$ cat src/excl_regs.svh
// Purpose: constants of the exclusive-access monitor
// Assumes: 32-bit addresses, byte-addressed memory
// Notes:   definitions only
`ifndef EXCL_REGS_SVH
`define EXCL_REGS_SVH

`define EXCL_STATUS_OK    1'b0
`define EXCL_STATUS_FAIL  1'b1
`define EXCL_OFS_MAX      10'h3fc
`define EXCL_ADDR_RST     32'h0000_0000
`define EXCL_SIZE_RST     2'h2

`endif

$ cat src/excl_pkg.sv
// Purpose: types of the exclusive-access monitor
// Assumes: nothing
// Notes:   included constants live in excl_regs.svh
package excl_pkg;
    // instruction issued to the monitor
    typedef enum logic [2:0] {
        OP_NONE       = 3'b000,
        OP_LOAD_EXCL  = 3'b001,
        OP_STORE_EXCL = 3'b010,
        OP_CLEAR_EXCL = 3'b011
    } op_e;
    // access size
    typedef enum logic [1:0] {
        SZ_BYTE = 2'b00,
        SZ_HALF = 2'b01,
        SZ_WORD = 2'b10
    } size_e;
    // request sequencer
    typedef enum logic [1:0] {
        ST_IDLE  = 2'b00,
        ST_LOAD  = 2'b01,
        ST_STORE = 2'b10
    } state_e;
endpackage

$ cat src/addr_calc.sv
// Purpose: effective address of an exclusive access
// Assumes: offset already checked by software to be a multiple of four
// Notes:   byte and half forms ignore the offset
`timescale 1ns/1ps
`default_nettype none
module addr_calc (
    // operands
    input  wire logic [31:0] base_in,
    input  wire logic [9:0]  ofs_in,
    input  wire logic        ofs_valid_in,
    input  wire logic [1:0]  size_in,
    // result
    output logic      [31:0] addr_out
);
    // base plus optional offset, word forms only
    always_comb begin
        if (ofs_valid_in && (size_in == excl_pkg::SZ_WORD)) begin
            addr_out = base_in + {22'h0, ofs_in};
        end else begin
            addr_out = base_in;
        end
    end
endmodule // addr_calc
`default_nettype wire

$ cat src/excl_monitor.sv
// Purpose: exclusive load/store/clear monitor of a 32-bit core
// Assumes: one request at a time, held until done_out
// Notes:
`include "excl_regs.svh"
`timescale 1ns/1ps
`default_nettype none
module excl_monitor (
    // clock and reset
    input  wire logic        clk_in,
    input  wire logic        nrst_in,
    // instruction request
    input  wire logic        req_in,
    input  wire logic [2:0]  op_in,
    input  wire logic        cond_pass_in,
    input  wire logic [1:0]  size_in,
    input  wire logic [31:0] base_reg_in,
    input  wire logic [9:0]  ofs_in,
    input  wire logic        ofs_valid_in,
    input  wire logic [31:0] data_reg_in,
    input  wire logic [3:0]  flags_in,
    // instruction answer
    output logic             done_out,
    output logic [31:0]      load_data_out,
    output logic             status_out,
    output logic             status_we_out,
    output logic [3:0]       flags_out,
    // memory port
    output logic             mem_req_out,
    output logic             mem_we_out,
    output logic [31:0]      mem_addr_out,
    output logic [1:0]       mem_size_out,
    output logic [31:0]      mem_wdata_out,
    input  wire logic        mem_ack_in,
    input  wire logic [31:0] mem_rdata_in,
    // snoop of other bus masters
    input  wire logic        snoop_valid_in,
    input  wire logic [31:0] snoop_addr_in,
    // reservation state
    output logic             reserved_out
);
    // ------------------------------------------------------------
    // address and reservation
    // ------------------------------------------------------------
    logic [31:0] addr_w;
    logic        resv_r, resv_nxt;
    logic [31:0] resv_addr_r, resv_addr_nxt;
    logic [1:0]  resv_size_r, resv_size_nxt;
    excl_pkg::state_e st_r, st_nxt;
    logic        done_r, done_nxt;
    logic [31:0] ldata_r, ldata_nxt;
    logic        stat_r, stat_nxt;
    logic        stwe_r, stwe_nxt;
    logic [3:0]  flags_r, flags_nxt;
    logic        mreq_r, mreq_nxt;
    logic        mwe_r, mwe_nxt;
    logic [31:0] maddr_r, maddr_nxt;
    logic [1:0]  msize_r, msize_nxt;
    logic [31:0] mwdata_r, mwdata_nxt;
    logic        hit_w;
    logic        go_w;

    addr_calc u_addr (
        .base_in      (base_reg_in),
        .ofs_in       (ofs_in),
        .ofs_valid_in (ofs_valid_in),
        .size_in      (size_in),
        .addr_out     (addr_w)
    );

    // foreign access to the reserved word breaks the reservation
    assign hit_w = snoop_valid_in && (snoop_addr_in[31:2] == resv_addr_r[31:2]);
    // request is taken only when the sequencer is idle and done_r is low
    assign go_w  = req_in && (st_r == excl_pkg::ST_IDLE) && !done_r;

    // size-masked load data
    function automatic logic [31:0] mask_load(input logic [1:0] sz, input logic [31:0] d);
        logic [31:0] m;
        m = d;
        if (sz == excl_pkg::SZ_BYTE) begin
            m = {24'h0, d[7:0]};
        end else if (sz == excl_pkg::SZ_HALF) begin
            m = {16'h0, d[15:0]};
        end
        return m;
    endfunction

    // ------------------------------------------------------------
    // sequencer next state
    // ------------------------------------------------------------
    always_comb begin
        st_nxt        = st_r;
        resv_nxt      = resv_r;
        resv_addr_nxt = resv_addr_r;
        resv_size_nxt = resv_size_r;
        done_nxt      = 1'b0;
        ldata_nxt     = ldata_r;
        stat_nxt      = stat_r;
        stwe_nxt      = 1'b0;
        flags_nxt     = flags_in;
        mreq_nxt      = mreq_r;
        mwe_nxt       = mwe_r;
        maddr_nxt     = maddr_r;
        msize_nxt     = msize_r;
        mwdata_nxt    = mwdata_r;
        if (hit_w) begin
            resv_nxt = 1'b0;
        end
        unique case (st_r)
            excl_pkg::ST_IDLE: begin
                if (go_w && !cond_pass_in) begin
                    done_nxt = 1'b1;
                end else if (go_w) begin
                    unique case (op_in)
                        excl_pkg::OP_LOAD_EXCL: begin
                            mreq_nxt      = 1'b1;
                            mwe_nxt       = 1'b0;
                            maddr_nxt     = addr_w;
                            msize_nxt     = size_in;
                            resv_nxt      = 1'b1;
                            resv_addr_nxt = addr_w;
                            resv_size_nxt = size_in;
                            st_nxt        = excl_pkg::ST_LOAD;
                        end
                        excl_pkg::OP_STORE_EXCL: begin
                            // unmatched address or size fails; either status would be allowed
                            if (resv_r && !hit_w && addr_w == resv_addr_r && size_in == resv_size_r) begin
                                mreq_nxt   = 1'b1;
                                mwe_nxt    = 1'b1;
                                maddr_nxt  = addr_w;
                                msize_nxt  = size_in;
                                mwdata_nxt = data_reg_in;
                                st_nxt     = excl_pkg::ST_STORE;
                            end else begin
                                stat_nxt = `EXCL_STATUS_FAIL;
                                stwe_nxt = 1'b1;
                                done_nxt = 1'b1;
                            end
                            resv_nxt = 1'b0;
                        end
                        excl_pkg::OP_CLEAR_EXCL: begin
                            resv_nxt = 1'b0;
                            done_nxt = 1'b1;
                        end
                        default: begin
                            done_nxt = 1'b1;
                        end
                    endcase
                end
            end
            excl_pkg::ST_LOAD: begin
                if (mem_ack_in) begin
                    mreq_nxt  = 1'b0;
                    ldata_nxt = mask_load(msize_r, mem_rdata_in);
                    done_nxt  = 1'b1;
                    st_nxt    = excl_pkg::ST_IDLE;
                end
            end
            excl_pkg::ST_STORE: begin
                if (mem_ack_in) begin
                    mreq_nxt = 1'b0;
                    stat_nxt = `EXCL_STATUS_OK;
                    stwe_nxt = 1'b1;
                    done_nxt = 1'b1;
                    st_nxt   = excl_pkg::ST_IDLE;
                end
            end
            default: begin
                st_nxt = excl_pkg::ST_IDLE;
            end
        endcase
    end

    // ------------------------------------------------------------
    // state registers
    // ------------------------------------------------------------
    always_ff @(posedge clk_in or negedge nrst_in) begin
        if (!nrst_in) begin
            st_r        <= excl_pkg::ST_IDLE;
            resv_r      <= 1'b0;
            resv_addr_r <= `EXCL_ADDR_RST;
            resv_size_r <= `EXCL_SIZE_RST;
            done_r      <= 1'b0;
            ldata_r     <= 32'h0;
            stat_r      <= `EXCL_STATUS_FAIL;
            stwe_r      <= 1'b0;
            flags_r     <= 4'h0;
            mreq_r      <= 1'b0;
            mwe_r       <= 1'b0;
            maddr_r     <= 32'h0;
            msize_r     <= 2'h0;
            mwdata_r    <= 32'h0;
        end else begin
            st_r        <= st_nxt;
            resv_r      <= resv_nxt;
            resv_addr_r <= resv_addr_nxt;
            resv_size_r <= resv_size_nxt;
            done_r      <= done_nxt;
            ldata_r     <= ldata_nxt;
            stat_r      <= stat_nxt;
            stwe_r      <= stwe_nxt;
            flags_r     <= flags_nxt;
            mreq_r      <= mreq_nxt;
            mwe_r       <= mwe_nxt;
            maddr_r     <= maddr_nxt;
            msize_r     <= msize_nxt;
            mwdata_r    <= mwdata_nxt;
        end
    end

    // outputs straight from flip-flops
    assign done_out      = done_r;
    assign load_data_out = ldata_r;
    assign status_out    = stat_r;
    assign status_we_out = stwe_r;
    assign flags_out     = flags_r;
    assign mem_req_out   = mreq_r;
    assign mem_we_out    = mwe_r;
    assign mem_addr_out  = maddr_r;
    assign mem_size_out  = msize_r;
    assign mem_wdata_out = mwdata_r;
    assign reserved_out  = resv_r;
endmodule // excl_monitor
`default_nettype wire

$ cat config.mk
export PLATFORM = sky130hd
export DESIGN_NAME = excl_monitor
export DESIGN_NICKNAME = d
export VERILOG_FILES = /design/src/excl_pkg.sv /design/src/addr_calc.sv /design/src/excl_monitor.sv
export VERILOG_INCLUDE_DIRS = /design/src
export SDC_FILE = /design/constraint.sdc
export NUM_CORES = 1
export LEC_CHECK = 0
export ABC_AREA = 0
export BUFFER_PORTS_ARGS = -buffer_cell sky130_fd_sc_hd__buf_2
export CORE_UTILIZATION = 55
export DETAILED_ROUTE_END_ITERATION = 10
export HOLD_SLACK_MARGIN = 0.02
export PLACE_DENSITY = 0.88
export SYNTH_ARGS = -nofsm -noshare
export SYNTH_HDL_FRONTEND = slang
export SYNTH_HIERARCHICAL = 1
export SYNTH_SLANG_ARGS = --single-unit
$ cat constraint.sdc
create_clock -name clk_in -period 5.4 [get_ports clk_in]
set_input_delay 0.27 -clock clk_in [delete_from_list [all_inputs] [get_ports clk_in]]
set_output_delay 0.27 -clock clk_in [all_outputs]
set_load 0.01 [all_outputs]
* Yosys cells after proc, flatten, opt, wreduce, memory -nomap -nowiden
Index checks and enable logic that the tools add are counted.
Word-level totals: register bits 144, bits in latches 0, memory bits (writable) 0, ROM bits 0, bits of input ports 154, output and inout bits 108, memories 0
Cells by class: add/sub/neg operators 1, multiply operators 0, divide/modulo/power cells 0, $lt $le $gt $ge 0, equality and inequality tests 19, shifts and indexed selects 0, mux-type cells 40, bitwise operators 1, reductions and logical operators 25
Operators with widths (number):
- two-way mux 32 bit | 4
- one-hot mux 32 bit (2 select lines) | 1
- adder 32 x 10 -> 32 bit | 1
- equality test 32 bit | 1
- equality test 30 bit | 1
- two-way mux 1 bit | 19
- one-hot mux 1 bit (2 select lines) | 8
- AND reduction 5 bit | 3
- one-hot mux 2 bit (2 select lines) | 3
- AND reduction 6 bit | 2
- two-way mux 2 bit | 5
- inequality test 2 bit (second input constant) | 5
- logical AND 1 bit | 8
- equality test 3 x 2 -> 1 bit (second input constant) | 2
- nonzero test 2 bit | 3
- equality test 2 x 1 -> 1 bit (second input constant) | 2
- equality test 2 bit (second input constant) | 2
- zero test 2 bit | 2
- inequality test 2 x 1 -> 1 bit (second input constant) | 2
- AND reduction 4 bit | 1
- OR reduction 2 bit | 2
- equality test 3 x 1 -> 1 bit (second input constant) | 1
- zero test 1 bit | 3
- inequality test 3 x 1 -> 1 bit (second input constant) | 1
- other kinds (4) | 4

* Logic depth before layout (Yosys ltp)
depth after elaboration 11, mapped depth 16, depth with buffers taken out 14

* Cells and area by module
Netlist, hierarchy kept.
By module, submodules not included:
- excl_monitor | times used 1, cells an instance 564, area an instance 6520.0 sq um, seq. area each 3606.0 sq um
- addr_calc | times used 1, cells an instance 147, area an instance 1079.8 sq um, seq. area each 0.0 sq um

* Worst setup path after synthesis
No wires, ideal clock.
path kind input port to flip-flop, start in ofs_in[0], end reg maddr_r[0] (netlist: mem_addr_out[0]), arrival time 3.881 ns, required time 5.275 ns, slack 1.394 ns, stages on the path 16, buffers on the path 2, cells stage by stage ha_1 fa_1 a211oi_1 o21ba_2 o21ai_1 a21o_1 buf_2 nand4_1 xnor2_1 xnor2_1 nand4_1 or4b_4 a2111oi_4 a21oi_2 buf_6 mux2_4
Between the ends: longest elaborated chain between the ends 7, elaborated cells between the ends (all ways) 9, classes of those cells add/sub: 1; eq/ne: 2; mux: 3; reduce/logical: 3
RTL lines:
- start, declared | RTL line excl_monitor.sv:17 | input wire logic [9:0] ofs_in,
- adder 32 x 10 -> 32 bit | RTL line addr_calc.sv:18 | addr_out = base_in + {22'h0, ofs_in};
- two-way mux 32 bit | RTL line addr_calc.sv:17 | if (ofs_valid_in && (size_in == excl_pkg::SZ_WORD)) begin
- named net addr_w[30] | RTL line excl_monitor.sv:44 | logic [31:0] addr_w;
- equality test 32 bit | RTL line excl_monitor.sv:126 | if (resv_r && !hit_w && addr_w == resv_addr_r && size_in == resv_size_r) begin
- logical AND 1 bit (2 in series) | RTL line excl_monitor.sv:126
- inequality test 2 bit (no source line)
- AND reduction 5 bit (no source line)
- end signal, assigned | RTL line excl_monitor.sv:204 | maddr_r <= maddr_nxt;
- end, declared | RTL line excl_monitor.sv:56 | logic [31:0] maddr_r, maddr_nxt;
The timed path passes the listed nets, and every way through them passes these cells. The select of a mux whose other input is x is not followed. A chain may end at the register's enable or synchronous reset.

* Worst setup path in the final report
start in ofs_in[0], end reg maddr_r[7] (netlist: mem_addr_out[7])
Same word-level chain as after synthesis.

==> impl_metrics.py <==
metrics = {
    "status": {
        "outcome": "finished clean",
    },
    "routing": {
        "firstDrtPassIters": 5,
        "routed_via_density": 5.54,
        "vias": 6471,
        "route.detailed.wl_per_inst_um": 17.7,
        "ant_nets": 0,
        "drc_errors": 0,
        "drt_iter0_drc": 383,
        "routed_wl_um": 20700,
    },
    "synth": {
        "syn_nets": 880,
        "synth_seq_cells": 144,
        "synth_area_um2": 7600,
        "synth_area_leaders": "dfrtp_1 47%, nand2_1 8.1%, mux2_2 6.5%",
        "yosysMostFrequentCell": "nand2_1",
        "syn_inst": 711,
        "yosys_warnings": 6,
        "yosys_most_used_dff": "dfrtp_1",
        "synth_edf_count": 0,
        "async_flop_share": 1.00,
        "synth_common_cells": "165 x nand2_1, 142 x dfrtp_1, 52 x xnor2_1",
        "yosysTopAreaCell": "dfrtp_1",
        "synth.avg_cell_area_um2": 10.7,
        "yosys.cell_types.count": 59,
        "netlist.area_leader.share": 0.468,
        "ys_seq_area_frac": 0.474,
    },
    "power": {
        "p_comb_frac": 0.321,
        "p_switching_mw": 1.45,
        "seq_power_share": 0.401,
        "leakagePower_nw": 5.10,
        "clkPwrFrac": 0.278,
        "max-vdd-ir-drop_mv": 0.292,
        "power.internal_mw": 2.66,
        "switching_share": 0.353,
        "powerDensity_nw_per_um2": 424,
    },
    "timing": {
        "tightest_slew_ps": 853,
        "maxSlewHeadroom": 0.431,
        "hold_violations": 0,
        "period_share": 0.824,
        "setup_viol": 0,
        "setup_ws_ps": 952,
        "period_needed_ps": 4450,
        "fin_skew_ps": 7.33,
        "maxSlewViolCount": 0,
        "fmax_mhz": 225,
        "rsz0062_at_grt": "no",
        "setup_tns_ps": 0,
    },
    "clock_tree": {
        "insertion_delay_ps": 430,
        "cts.sinks": 144,
        "root_buffer": "clkbuf_16",
        "cts.path.max_buffers": 2,
        "cts_made_buffers": 17,
        "htreeDepth": 4,
        "clk_pin_slew_ps": 60,
        "cts_tree": "built",
        "cts_resized": 0,
    },
    "worst_setup_path": {
        "startpoint_type": "input pin",
        "cp-end-kind": "flip-flop",
        "path_class": "input pin to flip-flop",
        "critPathArrivalTime_ps": 4750,
        "critPathRequiredTime_ps": 5710,
        "cp_max_fo": 28,
    },
    "placed_design": {
        "dp_slack_ps": 593,
        "gp_congestion": 0.924,
        "portBuffers": 259,
        "hpwl_um": 15300,
    },
    "floorplanning": {
        "core_area_um2": 13300,
        "die_w_um": 120,
        "die_area_um2": 14300,
        "start_util": 0.569,
        "rows": 42,
        "die_height_um": 120,
        "ios": 262,
    },
    "worst_hold_path": {
        "min_path_type": "input pin to flip-flop",
    },
    "layout": {
        "fin_nets": 1147,
        "area_growth_pct": 27.7,
        "post-route-util": 0.727,
        "drive_gt1_frac": 0.405,
    },
    "global_route": {
        "grt_util_all_layers": 0.302,
        "grt_max_degree": 77,
        "grt_pass1_wl_um": 33100,
        "grt_antenna_before_repair": 2,
        "grt_pass1_vias": 6372,
        "overflow": 0,
    },
    "run": {
        "drv_cap": 0,
    },
}
[cell families (layout without fill, tap and decap cells)]
family	after synthesis	count (layout)	share of synthesized area
simple gates	271	271	0.175
xor+xnor	94	94	0.108
flops	144	144	0.474
fa+ha+maj	15	15	0.0257
buf+inv	34	314	0.0214
compound gates	78	78	0.0698
other cells	0	2	0
mux	75	75	0.126
[routing by layer]
layer  part of all wire  global-route usage  vias up
li1                   -                   -     2998
met1               0.39               0.359     3141
met2               0.51               0.527      291
met3              0.064              0.0680       41
met4              0.030               0.123        0
met5                  0                   0        -
[area by class of cell]
class	instances	area, µm²
sequential	144	3610
clock inverter	15	148
clock buffer	17	425
antenna	2	5.00
timing repair buffer	274	1430
multi-input combinational	533	3840
fill	928	3640
tap	176	220
inverter	8	30.0
[power by group through the flow]
stage	Combinational (mW)	Sequential (mW)	Clock (mW)
finish	1.32	1.65	1.14
global placement	1.27	1.64	0
detailed placement	1.31	1.66	0
floorplan	0.733	1.71	0
global route	1.44	1.69	1.21
CTS	1.32	1.65	1.16
[per-stage QoR]
step	cell area [µm²]	std cells	hold WS, ps	power [mW]
finish	9700	1169	73.1	4.11
global route	9700	1169	56.9	4.34
CTS	9700	1167	56.5	4.12
detailed placement	9070	1130	353	2.96
global placement	9070	1130	336	2.91
floorplan	7600	711	-25.6	2.44
[flip-flops by register name, indices dropped and copies added, names as in the netlist]
| register | cells |
|---|---|
| load_data_out | 32 |
| mem_addr_out | 32 |
| mem_wdata_out | 32 |
| resv_addr_r | 32 |
| flags_out | 4 |
| mem_size_out | 2 |
| resv_size_r | 2 |
| st_r | 2 |
| done_out | 1 |
| mem_req_out | 1 |
| mem_we_out | 1 |
| reserved_out | 1 |
| status_out | 1 |
| status_we_out | 1 |
[worst paths after layout]
kind	slack (ps)	cells past startpoint	start	to
worst max-delay path	950	16	ofs_in[0]	mem_addr_out[7]$_DFFE_PN0P_
worst min-delay path	70	2	data_reg_in[27]	mem_wdata_out[27]$_DFFE_PN0P_
worst max register to register	2390	7	resv_addr_r[25]$_DFFE_PN0P_	mem_addr_out[31]$_DFFE_PN0P_
worst min register to register	470	2	resv_size_r[1]$_DFFE_PN1P_	resv_size_r[1]$_DFFE_PN1P_
max in group asynchronous	3610	3	nrst_in	mem_wdata_out[22]$_DFFE_PN0P_
min in group asynchronous	420	2	nrst_in	mem_addr_out[22]$_DFFE_PN0P_
[cells in the final DEF, fill, tap and decap left out, types with 4 or more instances in the layout]
cell           count
nor4_1            15
nand4_1           26
ha_1              14
a21oi_1           13
o21ai_0           28
xor2_1            42
a211oi_1           4
nor2_1            16
inv_1              8
inv_6              5
a22o_1             8
dlygate4sd3_1      5
nand2_1          165
mux2_2            44
nand3_1           13
buf_4             10
dfrtp_1          142
nor3_1             4
nor3_2             5
buf_2            258
clkbuf_16         17
xnor2_1           52
mux2_4            30
[critical path: stages]
cell       delay (ps)
buf_2             100
ha_1              230
fa_1              430
a211oi_1          310
o21ba_2           230
o21ai_1            70
a21o_1            330
nand4_1           180
xnor2_1           260
xnor2_1           210
nand4_1           110
or4b_4            560
a2111oi_4         510
a21oi_4           200
buf_4             330
mux2_4            360
[what timing repair did]
item / CTS / global route
hold buffers: 5 / 0
setup buffers: 0 / 0
endpoints found under the hold margin: 78 / 0
Power figures use the tool's default switching activity.
